File: config.mk
export PLATFORM = sky130hd
export DESIGN_NAME = three_width_data_buffer_flat
export DESIGN_NICKNAME = d
export VERILOG_FILES = /design/src/buf_pkg.sv /design/src/buf_link_if.sv /design/src/three_width_data_buffer.sv /design/src/control_port.sv /design/src/flat_wrapper.sv
export VERILOG_INCLUDE_DIRS = /design/src
export SDC_FILE = /design/constraint.sdc
export NUM_CORES = 1
export LEC_CHECK = 0
export ABC_AREA = 0
export BUFFER_PORTS_ARGS = -buffer_cell sky130_fd_sc_hd__buf_2
export CORE_MARGIN = 5
export CORE_UTILIZATION = 50
export CTS_BUF_LIST = sky130_fd_sc_hd__clkbuf_8
export DETAILED_ROUTE_END_ITERATION = 7
export GPL_ROUTABILITY_DRIVEN = 0
export HOLD_SLACK_MARGIN = 0.02
export PLACE_DENSITY_LB_ADDON = 0.12
export SYNTH_ARGS = -nofsm -noshare
export SYNTH_HDL_FRONTEND = slang
export SYNTH_HIERARCHICAL = 1
export SYNTH_SLANG_ARGS = --single-unit
File: constraint.sdc
create_clock -name core_clk -period 5.89 [get_ports core_clk]
set_input_delay 0.8835 -clock core_clk [delete_from_list [all_inputs] [get_ports core_clk]]
set_output_delay 0.8835 -clock core_clk [all_outputs]
set_load 0.1 [all_outputs]
File: src/buf_cfg.svh
// Constants of the data buffer, its control port and the controller registers
`ifndef BUF_CFG_SVH
`define BUF_CFG_SVH

////////////////////////////////////////////////////////////////////////////////
// System control port
`define PORT_ADDR 16'h0061
`define PORT_ADDR_W 16
`define PW_TIMER_GATE 0
`define PW_SPEAKER 1
`define PW_CLR_PARITY 2
`define PW_CLR_HIT 3
`define PW_NMI_EN 7
`define PR_REFRESH 4
`define PR_TIMER_OUT 5
`define PR_PARITY 6
`define PR_HIT 7
`define PORT_CTL_W 4

////////////////////////////////////////////////////////////////////////////////
// Controller registers, byte offsets on AHB-Lite
`define R_STROBES 8'h00
`define R_IO_CMD 8'h04
`define R_IO_DATA 8'h08
`define R_IRQ_STATUS 8'h0C
`define R_IRQ_CLEAR 8'h10
`define R_IRQ_ENABLE 8'h14
`define STROBES_RST 32'h0000_0F30
`define ST_LATCH_LSB 0
`define ST_SYSTEM_DATA_OUT_ENABLE_N_N 4
`define ST_DIR_N 5
`define ST_BEN_LSB 8
`define ST_SWAP_GATE 12
`define ST_SWAP_DIR 13
`define CMD_DATA_LSB 16
`define CMD_READ 24
`define IOD_BUSY 8
`define IOD_NMI 9
`define EV_IO_DONE 0
`define EV_NMI 1
`define EV_W 2

`endif

File: src/buf_pkg.sv
// Types shared by the data buffer and its controller
package buf_pkg;
    `include "buf_cfg.svh"

    typedef enum logic [1:0] {
        CTL_IDLE = 2'b00,
        CTL_STROBE = 2'b01,
        CTL_CAPTURE = 2'b10,
        CTL_SPARE = 2'b11
    } ctlState_e;

    typedef struct packed {
        logic [`PORT_CTL_W-1:0] ctl;
        logic nmiEn;
        logic hitFlag;
        logic parityFlag;
        logic hitPrev;
        logic timerGate;
        logic speakerEn;
    } portState_s;

    typedef struct packed {
        logic [3:0][7:0] latch;
        logic [31:0] cpuOut;
        logic [3:0] cpuOe;
        logic [15:0] sysOut;
        logic [1:0] sysOe;
        logic [7:0] rdData;
    } bufState_s;

    typedef struct packed {
        ctlState_e state;
        logic wrPend;
        logic [7:0] addrPh;
        logic [31:0] strobes;
        logic [31:0] cmd;
        logic cmdGo;
        logic ioRead;
        logic ioWrite;
        logic [7:0] ioData;
        logic [`EV_W-1:0] status;
        logic [`EV_W-1:0] enable;
        logic nmiPrev;
    } hostState_s;
endpackage

File: src/buf_link_if.sv
// Strobes, port access and NMI between bus controller and data buffer
interface buf_link_if;
    logic [3:0] latchStrobes;
    logic sysDataOutEnableN;
    logic readDirectionN;
    logic [3:0] byteLaneEnablesN;
    logic swapGate;
    logic swapDirection;
    logic [15:0] ioAddr;
    logic ioRead;
    logic ioWrite;
    logic [7:0] periphWrData;
    logic [7:0] periphRdData;
    logic nmi;

    modport buffer (
        input latchStrobes, sysDataOutEnableN, readDirectionN, byteLaneEnablesN,
        input swapGate, swapDirection, ioAddr, ioRead, ioWrite, periphWrData,
        output periphRdData, nmi
    );

    modport controller (
        output latchStrobes, sysDataOutEnableN, readDirectionN, byteLaneEnablesN,
        output swapGate, swapDirection, ioAddr, ioRead, ioWrite, periphWrData,
        input periphRdData, nmi
    );
endinterface

File: src/three_width_data_buffer.sv
// Data buffer end: read latches, lane steering, word swap and control port
//
// Decided for this implementation: the AHB-Lite interface to the registers.
`include "buf_cfg.svh"
// How it works
// Latch strobes capture bus; output enable presents
// Writes pass lanes by direction and enables
// Controller asserts swap for 32-to-8 writes
// DMA, direction low: system to processor lanes
// DMA, direction high: processor to system lanes
// Controller asserts swap for 8-bit DMA
// One control port decoded at 61H
// Port bit 7 enables NMI output for parity status only
// Channel check or parity low sets bit 6
// Hit timer rising edge forces NMI, bit 7
// Write bit 3 clears hit status
// Write bit 2 clears parity status
// Bit 0 timer gate, bit 1 speaker
// Read bits 7,6 show hit, parity
// Read bits 5,4 timer output, refresh
// Read bits 3..0 return written values
// Status flags stay set until cleared
// Port over peripheral bus, steered to processor
module three_width_data_buffer
    import buf_pkg::*;
(
    input wire logic core_clk,
    input wire logic rst,
    buf_link_if.buffer link,
    input wire logic [31:0] cpuDataIn,
    output logic [31:0] cpuDataOut,
    output logic [3:0] cpuDataOe,
    input wire logic [15:0] sysDataIn,
    output logic [15:0] sysDataOut,
    output logic [1:0] sysDataOe,
    input wire logic channelCheckN,
    input wire logic parityN,
    input wire logic hitTimerInN,
    input wire logic refreshDetect,
    input wire logic timer2Out,
    output logic timer2Gate,
    output logic speakerEnable
);
    ////////////////////////////////////////////////////////////////////////////
    // Lane helpers

    // System byte feeding a processor lane; swap folds all lanes onto the low byte
    function automatic logic [7:0] sysByte(
        input logic [15:0] sys,
        input logic [1:0] lane,
        input logic swp
    );
        logic [7:0] b;
        b = sys[15:8];
        if (swp || !lane[0]) begin
            b = sys[7:0];
        end
        return b;
    endfunction

    // All four processor lanes as the system bus would fill them
    function automatic logic [3:0][7:0] sysWord(
        input logic [15:0] sys,
        input logic swp
    );
        logic [3:0][7:0] w;
        w = '0;
        for (int i = 0; i < 4; i++) begin
            w[i] = sysByte(sys, 2'(i), swp);
        end
        return w;
    endfunction

    // System half a processor lane lands on
    function automatic logic sysHalf(
        input logic [1:0] lane,
        input logic swp
    );
        logic h;
        h = lane[0];
        if (swp) begin
            h = 1'b0;
        end
        return h;
    endfunction

    // Byte-lane enables are active low
    function automatic logic laneOn(
        input logic [3:0] benN,
        input logic [1:0] lane
    );
        return !benN[lane];
    endfunction

    ////////////////////////////////////////////////////////////////////////////
    // Declarations

    bufState_s s_r;
    bufState_s s_nxt;
    logic swapActive;
    logic portHit;
    logic portRead;
    logic portWrite;
    logic [7:0] portValue;
    logic [1:0] portLane;
    logic nmiLevel;
    logic [3:0][7:0] sysLanes;

    // Swap needs both controls; either one alone leaves the lanes straight
    assign swapActive = link.swapGate && link.swapDirection;
    assign sysLanes = sysWord(sysDataIn, swapActive);
    // Full address compare, so the port never shadows its neighbours
    assign portHit = (link.ioAddr == `PORT_ADDR);
    assign portRead = portHit && link.ioRead;
    assign portWrite = portHit && link.ioWrite;
    assign portLane = link.ioAddr[1:0];

    ////////////////////////////////////////////////////////////////////////////
    // Control port

    // Port writes take the byte straight off the peripheral bus
    control_port i_control_port (
        .core_clk(core_clk),
        .rst(rst),
        .wrEn(portWrite),
        .wrData(link.periphWrData),
        .channelCheckN(channelCheckN),
        .parityN(parityN),
        .hitTimerInN(hitTimerInN),
        .refreshDetect(refreshDetect),
        .timer2Out(timer2Out),
        .readValue(portValue),
        .timer2Gate(timer2Gate),
        .speakerEnable(speakerEnable),
        .nmi(nmiLevel)
    );

    ////////////////////////////////////////////////////////////////////////////
    // Data paths

    always_comb begin
        s_nxt = s_r;
        // Read latches load while their strobe is high
        for (int i = 0; i < 4; i++) begin
            if (link.latchStrobes[i]) begin
                s_nxt.latch[i] = sysLanes[i];
            end
        end

        // Processor side: latch output has priority over a DMA pass
        s_nxt.cpuOe = '0;
        if (!link.sysDataOutEnableN) begin
            s_nxt.cpuOe = 4'hF;
            for (int i = 0; i < 4; i++) begin
                s_nxt.cpuOut[i*8 +: 8] = s_r.latch[i];
            end
        end else if (!link.readDirectionN) begin
            for (int i = 0; i < 4; i++) begin
                if (laneOn(link.byteLaneEnablesN, 2'(i))) begin
                    s_nxt.cpuOe[i] = 1'b1;
                    s_nxt.cpuOut[i*8 +: 8] = sysLanes[i];
                end
            end
        end
        // Port read lands on the lane its address selects
        if (portRead) begin
            s_nxt.cpuOe[portLane] = 1'b1;
            s_nxt.cpuOut[portLane*8 +: 8] = portValue;
        end

        // System side; with two lanes on one half the higher lane wins
        s_nxt.sysOe = '0;
        if (link.readDirectionN) begin
            for (int i = 0; i < 4; i++) begin
                if (laneOn(link.byteLaneEnablesN, 2'(i))) begin
                    if (sysHalf(2'(i), swapActive)) begin
                        s_nxt.sysOe[1] = 1'b1;
                        s_nxt.sysOut[15:8] = cpuDataIn[i*8 +: 8];
                    end else begin
                        s_nxt.sysOe[0] = 1'b1;
                        s_nxt.sysOut[7:0] = cpuDataIn[i*8 +: 8];
                    end
                end
            end
        end

        // Held until the next port read, so the controller may fetch it late
        if (portRead) begin
            s_nxt.rdData = portValue;
        end
    end

    always_ff @(posedge core_clk or posedge rst) begin
        if (rst) begin
            // Out of reset neither bus is driven
            s_r <= '0;
        end else begin
            s_r <= s_nxt;
        end
    end

    ////////////////////////////////////////////////////////////////////////////
    // Outputs

    assign cpuDataOut = s_r.cpuOut;
    assign cpuDataOe = s_r.cpuOe;
    assign sysDataOut = s_r.sysOut;
    assign sysDataOe = s_r.sysOe;
    assign link.periphRdData = s_r.rdData;
    assign link.nmi = nmiLevel;
endmodule // three_width_data_buffer

File: src/control_port.sv
// System control port: timer gate, speaker, sticky error flags and NMI
`include "buf_cfg.svh"
module control_port
    import buf_pkg::*;
(
    input wire logic core_clk,
    input wire logic rst,
    input wire logic wrEn,
    input wire logic [7:0] wrData,
    input wire logic channelCheckN,
    input wire logic parityN,
    input wire logic hitTimerInN,
    input wire logic refreshDetect,
    input wire logic timer2Out,
    output logic [7:0] readValue,
    output logic timer2Gate,
    output logic speakerEnable,
    output logic nmi
);
    portState_s s_r;
    portState_s s_nxt;
    logic hitEdge;
    logic parityErr;

    always_comb begin
        s_nxt = s_r;
        hitEdge = hitTimerInN && !s_r.hitPrev;
        parityErr = !channelCheckN || !parityN;
        s_nxt.hitPrev = hitTimerInN;
        if (wrEn) begin
            s_nxt.ctl = wrData[`PORT_CTL_W-1:0];
            s_nxt.nmiEn = wrData[`PW_NMI_EN];
            s_nxt.timerGate = wrData[`PW_TIMER_GATE];
            s_nxt.speakerEn = wrData[`PW_SPEAKER];
            if (wrData[`PW_CLR_HIT]) begin
                s_nxt.hitFlag = 1'b0;
            end
            if (wrData[`PW_CLR_PARITY]) begin
                s_nxt.parityFlag = 1'b0;
            end
        end
        // Set after clear so an event in the clearing cycle survives
        if (hitEdge) begin
            s_nxt.hitFlag = 1'b1;
        end
        if (parityErr) begin
            s_nxt.parityFlag = 1'b1;
        end
    end

    always_ff @(posedge core_clk or posedge rst) begin
        if (rst) begin
            s_r <= '0;
            s_r.hitPrev <= 1'b1;
        end else begin
            s_r <= s_nxt;
        end
    end

    assign readValue = {s_r.hitFlag, s_r.parityFlag, timer2Out, refreshDetect, s_r.ctl};
    assign timer2Gate = s_r.timerGate;
    assign speakerEnable = s_r.speakerEn;
    // Hit timer forces NMI regardless of the enable
    assign nmi = s_r.hitFlag || (s_r.nmiEn && s_r.parityFlag);
endmodule // control_port

File: src/flat_wrapper.sv
// flat-port wrapper written by rule: the top's interface ports become plain ports
module three_width_data_buffer_flat import buf_pkg::*;
  (core_clk, rst, cpuDataIn, cpuDataOut, cpuDataOe, sysDataIn, sysDataOut, sysDataOe, channelCheckN, parityN, hitTimerInN, refreshDetect, timer2Out, timer2Gate, speakerEnable, link_latchStrobes, link_sysDataOutEnableN, link_readDirectionN, link_byteLaneEnablesN, link_swapGate, link_swapDirection, link_ioAddr, link_ioRead, link_ioWrite, link_periphWrData, link_periphRdData, link_nmi);
  buf_link_if link_i ();
  input wire logic core_clk;
  input wire logic rst;
  input wire logic [31:0] cpuDataIn;
  output logic [31:0] cpuDataOut;
  output logic [3:0] cpuDataOe;
  input wire logic [15:0] sysDataIn;
  output logic [15:0] sysDataOut;
  output logic [1:0] sysDataOe;
  input wire logic channelCheckN;
  input wire logic parityN;
  input wire logic hitTimerInN;
  input wire logic refreshDetect;
  input wire logic timer2Out;
  output logic timer2Gate;
  output logic speakerEnable;
  input wire logic [$bits(link_i.latchStrobes)-1:0] link_latchStrobes;
  input wire logic [$bits(link_i.sysDataOutEnableN)-1:0] link_sysDataOutEnableN;
  input wire logic [$bits(link_i.readDirectionN)-1:0] link_readDirectionN;
  input wire logic [$bits(link_i.byteLaneEnablesN)-1:0] link_byteLaneEnablesN;
  input wire logic [$bits(link_i.swapGate)-1:0] link_swapGate;
  input wire logic [$bits(link_i.swapDirection)-1:0] link_swapDirection;
  input wire logic [$bits(link_i.ioAddr)-1:0] link_ioAddr;
  input wire logic [$bits(link_i.ioRead)-1:0] link_ioRead;
  input wire logic [$bits(link_i.ioWrite)-1:0] link_ioWrite;
  input wire logic [$bits(link_i.periphWrData)-1:0] link_periphWrData;
  output wire logic [$bits(link_i.periphRdData)-1:0] link_periphRdData;
  output wire logic [$bits(link_i.nmi)-1:0] link_nmi;
  assign link_i.latchStrobes = link_latchStrobes;
  assign link_i.sysDataOutEnableN = link_sysDataOutEnableN;
  assign link_i.readDirectionN = link_readDirectionN;
  assign link_i.byteLaneEnablesN = link_byteLaneEnablesN;
  assign link_i.swapGate = link_swapGate;
  assign link_i.swapDirection = link_swapDirection;
  assign link_i.ioAddr = link_ioAddr;
  assign link_i.ioRead = link_ioRead;
  assign link_i.ioWrite = link_ioWrite;
  assign link_i.periphWrData = link_periphWrData;
  assign link_periphRdData = link_i.periphRdData;
  assign link_nmi = link_i.nmi;
  three_width_data_buffer u_core (.core_clk(core_clk), .rst(rst), .link(link_i), .cpuDataIn(cpuDataIn), .cpuDataOut(cpuDataOut), .cpuDataOe(cpuDataOe), .sysDataIn(sysDataIn), .sysDataOut(sysDataOut), .sysDataOe(sysDataOe), .channelCheckN(channelCheckN), .parityN(parityN), .hitTimerInN(hitTimerInN), .refreshDetect(refreshDetect), .timer2Out(timer2Out), .timer2Gate(timer2Gate), .speakerEnable(speakerEnable));
endmodule
# --- Word level (Yosys, flattened, before mapping) ---
# Cells that the tools add are included.
op_classes:
  addsub: 1
  n_lt_le_gt_ge: 2
  n_eq_ne: 1
  shift: 2
  n_mux: 50
  bitwise: 1
  n_reduce_logical: 17
op_table:
  columns: ["op", "count"]
  rows:
  - ["36-bit 2-to-1 mux", 3]
  - ["8-bit 2-to-1 mux", 13]
  - ["18-bit 2-to-1 mux", 4]
  - ["5-bit negation with 34-bit output", 1]
  - ["8-bit by 34-bit variable shift with 32-bit output, first input constant", 1]
  - ["8-bit by 34-bit variable part select with 32-bit output", 1]
  - ["32-bit bitwise mux", 1]
  - ["1-bit 2-to-1 mux", 26]
  - ["16-bit by 7-bit == test with 1-bit output, second input constant", 1]
  - ["2-bit nonzero test", 4]
  - ["1-bit logical AND", 6]
  - ["2-bit 2-to-1 mux", 2]
  - ["4-bit OR", 1]
  - ["2-bit AND reduction", 2]
  - ["1-bit zero test", 3]
  - ["2-bit by 3-bit less-than comparator with 1-bit output, second input constant", 1]
  - ["1-bit demux with 2-bit select", 1]
  - ["2-bit by 1-bit >= comparator with 1-bit output, second input constant", 1]
  - ["1-bit logical OR", 2]
word_totals:
  ff_bits: 104
  in_bits: 93
  out_inout_bits: 65
  word_cells: 90

# --- Logic depth before layout (Yosys ltp) ---
depth:
  word_depth: 11
  ltp_mapped: 9
  mapped_depth_nobuf: 6

# --- Modules after synthesis ---
# The synthesis kept the hierarchy.
by_module_without_submodules:
  columns: ["module", "instances", "cells_per_inst", "area_each_um2", "seq_area_each_um2"]
  rows:
  - ["three_width_data_buffer", 1, 544, 5437.7, 2352.3]
  - ["control_port", 1, 32, 377.9, 201.4]

# --- Least setup slack after synthesis ---
# OpenSTA, ideal clock, no wires.
synth_path:
  kind: "input to register"
  from: "in link_ioAddr[1]"
  to: "reg u_core.s_r, in the netlist u_core/link.periphRdData[0]"
  setup_ns: 0.125
  arrival_time_ns: 2.053
  t_required_ns: 5.765
  slack_ns: 3.713
  stages: 7
  n_path_buf: 2
  cell_sequence: "inv_1 ha_1 nor4b_2 and4_1 buf_6 buf_12 mux2_2"
synth_between:
  elab_chain_cells: 2
synth_lines:
  columns: ["item", "line_no", "rtl"]
  rows:
  - ["start, declared", "flat_wrapper.sv:26", "input wire logic [$bits(link_i.ioAddr)-1:0] link_ioAddr;"]
  - ["16-bit by 7-bit == test with 1-bit output (no line)", null, null]
  - ["1-bit logical AND", "three_width_data_buffer.sv:114", "assign portRead = portHit && link.ioRead;"]
  - ["end signal, assigned", "three_width_data_buffer.sv:198", "s_r <= s_nxt;"]
  - ["end, declared", "three_width_data_buffer.sv:98", "bufState_s s_r;"]
# No other way between the ends.
# A chain may end at the register's enable or synchronous reset.

==> impl_metrics.env <==
export IMPL_period_share_pct=46.80
export IMPL_drive_above_1_share_pct=37.73
export IMPL_setup_viol=0
export IMPL_rsz0062_at_grt="no"
export IMPL_finalMaxSlewViolations=0
export IMPL_critical_path_top_delay_family="buffers and inverters"
export IMPL_synth_fp_nets=677
export IMPL_syn_to_final_growth_pct=7.702
export IMPL_drtIter0Drc=433
export IMPL_critPathRequiredTime_ns=6.19
export IMPL_tritoncts="yes"
export IMPL_cp_slowest_stage_delay_ns=0.75
export IMPL_ant_nets=0
export IMPL_critPathBufInv=2
export IMPL_synthCells=576
export IMPL_r2r_setup_slack_ns=4.86
export IMPL_max_cap_violations=0
export IMPL_layout_nets=740
export IMPL_crit_chain="buf_2, inv_1, nor2_1, a222oi_1, mux2i_1"
export IMPL_cp_data_arrival_time_ns=3.05
export IMPL_synth_cell_types=49
export IMPL_layout_commonest_cell="buf_2"
export IMPL_path_max_fanout=34
export IMPL_clk_pin_slew_worst_paths_ns=0.09
export IMPL_ys_warn_count=6
export IMPL_power_density_nw_per_um2=310.6
export IMPL_fillCellCount=1059
export IMPL_hold_path_class="in2async"
export IMPL_drc=0
export IMPL_ff2ff_path_depth=2
export IMPL_cts_hold_buf=0
export IMPL_wire_per_inst_um=19.99
export IMPL_worst_slack_ns=3.133
export IMPL_final_util_pct=54.85
export IMPL_root_buffer="clkbuf_8"
export IMPL_worst_skew_pair_late_latency_ns=0.38
export IMPL_critPathLaunch="link_sysDataOutEnableN"
export IMPL_finalHoldViolCount=0
export IMPL_skew_ns=0.009926
export IMPL_synth_edf_count=0
export IMPL_n_antenna_cell=0
export IMPL_pre_cts_ws_ns=2.851
export IMPL_end_kind="flop"
export IMPL_maxSlewHeadroom_pct=43.79
export IMPL_max_freq_mhz=362.8
export IMPL_grt_pass1_wl_mm=25.37
export IMPL_grt_ovfl_total=0
export IMPL_p_leak_nw=2.960
export IMPL_rows=39
export IMPL_grt_max_degree=65
export IMPL_synthArstFlopShare_pct=100.0
export IMPL_r2r_end="u_core/cpuDataOut[30]"
export IMPL_layout_common_cells="buf_2, dfrtp_1, nor2_1"
export IMPL_clock_sinks=102
export IMPL_slowest_stage="nor2_1"
export IMPL_die_h_um=117.8
export IMPL_numCtsBuffers=9
export IMPL_start_kind="primary input"
export IMPL_r2r_start="u_core/s_r[92]"
export IMPL_die_w_um=117.8
export IMPL_grt_pass1_vias=4697
export IMPL_syn_cell_area_sq_um=5816
export IMPL_status="completed"
export IMPL_postCtsResizedCells=0
export IMPL_dp_hpwl_mm=11.23
export IMPL_yosys_most_used_dff="dfrtp_1"
export IMPL_vdd_drop_max_uv=200.6
export IMPL_crit_type="in2reg"
export IMPL_fin_tns_setup_ns=0
export IMPL_clockBufferDepth=2
export IMPL_post_cts_buffers=0
export IMPL_worstMarginPinSlew_ns=0.8432
export IMPL_seq_area_frac_synth_pct=43.91
export IMPL_io_buffers=154
export IMPL_vias=4521
export IMPL_min_period_ns=2.757
export IMPL_die_area_sq_um=13890
export IMPL_grt_use_total_pct=22.72
export IMPL_viasPerCell=5.745
export IMPL_drtPass1Iterations=5
export IMPL_coreArea_sq_um=11420
export IMPL_ios=158
export IMPL_htreeDepth=3
export IMPL_syn_area_per_cell_sq_um=10.10
export IMPL_ys_seq_elements=102
export IMPL_antenna_found_initial=0
export IMPL_wl_mm=15.74
export IMPL_initial_core_util_pct=50.93
## through the flow
step,power (mW),instances,cell area (sq um),hold slack (ns)
after global placement,1.467,771,6048,0.4878
after detailed placement,1.477,771,6048,0.4923
after CTS,1.961,787,6264,0.4468
final,1.945,787,6264,0.4547
after floorplan,1.409,576,5816,0.4613
after global routing,2.029,787,6264,0.4818
## state kept, by name, summed over array words and instances (netlist names)
register	count
u_core/sysDataOe	2
u_core/i_control_port/s_r	2
u_core/i_control_port/readValue	6
u_core/cpuDataOe	4
u_core/cpuDataOut	32
u_core/sysDataOut	16
u_core/link.periphRdData	8
u_core/s_r	32
## where the power goes
| group | total (mW) | switching (mW) | internal, mW | leakage [nW] |
|---|---|---|---|---|
| clock | 0.483 | 0.246 | 0.237 | 0.108 |
| sequential | 0.810 | 0.0403 | 0.770 | 1.18 |
| combinational | 0.652 | 0.513 | 0.139 | 1.67 |
## cell type report
cell class | count | area (sq um) | share of cell area [%]
Clock buffer | 9 | 123.9 | 1.978
Tap cell | 143 | 178.9 | 2.857
Timing Repair Buffer | 157 | 793.3 | 12.66
Sequential cell | 102 | 2554 | 40.77
Inverter | 17 | 65.06 | 1.039
Multi-Input combinational cell | 352 | 2457 | 39.23
Clock inverter | 7 | 91.34 | 1.458
## worst reg2reg max path, cell delays in order, from the launching register on
cell and delay, ns:
dfrtp_1 0.40, a222oi_1 0.38, mux2i_1 0.14
## synthesized netlist by cell type (4+ instances only)
cell type	number	area, sq um
a31o_2	16	140.1
nand2_1	47	176.4
a222oi_1	16	160.2
o21a_1	7	52.55
nor2_1	53	198.9
mux2_2	32	360.4
ha_1	8	100.1
buf_6	4	45.04
inv_1	17	63.81
a32oi_1	8	70.07
o221ai_1	8	70.07
nand2b_1	4	25.02
o22a_1	7	61.31
a21oi_1	25	125.1
buf_2	11	55.05
clkbuf_1	14	52.55
o21ai_0	32	160.2
nand4_1	16	100.1
dfrtp_1	101	2527
mux2i_1	24	240.2
buf_4	72	540.5
or2_2	7	43.79
## logic make-up after synthesis
kind of cell	after synthesis	share of synthesized area (%)
and+or+nand+nor	153	13.34
AOI/OAI and AO/OA	132	16.09
buffers and inverters	122	13.83
DFF	102	43.91
muxes	59	11.10
adders and majority gates	8	1.721
## layer usage
metal  global-route usage, %  share of wire [%]  vias to the layer above
met5                       0                  0                        -
met4                   6.523                1.5                        0
met3                   4.709                5.2                       17
met1                   30.43                 44                     2245
li1                        -                  -                     2116
met2                   37.38                 49                      143
## worst max-delay path by stage
stage                                  to  cells after the start  slack (ns)
CTS                 u_core/cpuDataOut[24]                      5        3.26
finish              u_core/cpuDataOut[30]                      5        3.13
floorplan             u_core/cpuDataOe[0]                      1        2.56
global placement    u_core/cpuDataOut[25]                      5        2.88
global route        u_core/cpuDataOut[14]                      5        3.01
detailed placement  u_core/cpuDataOut[27]                      5        2.85
Note: power is estimated with default switching activity, not from simulation.
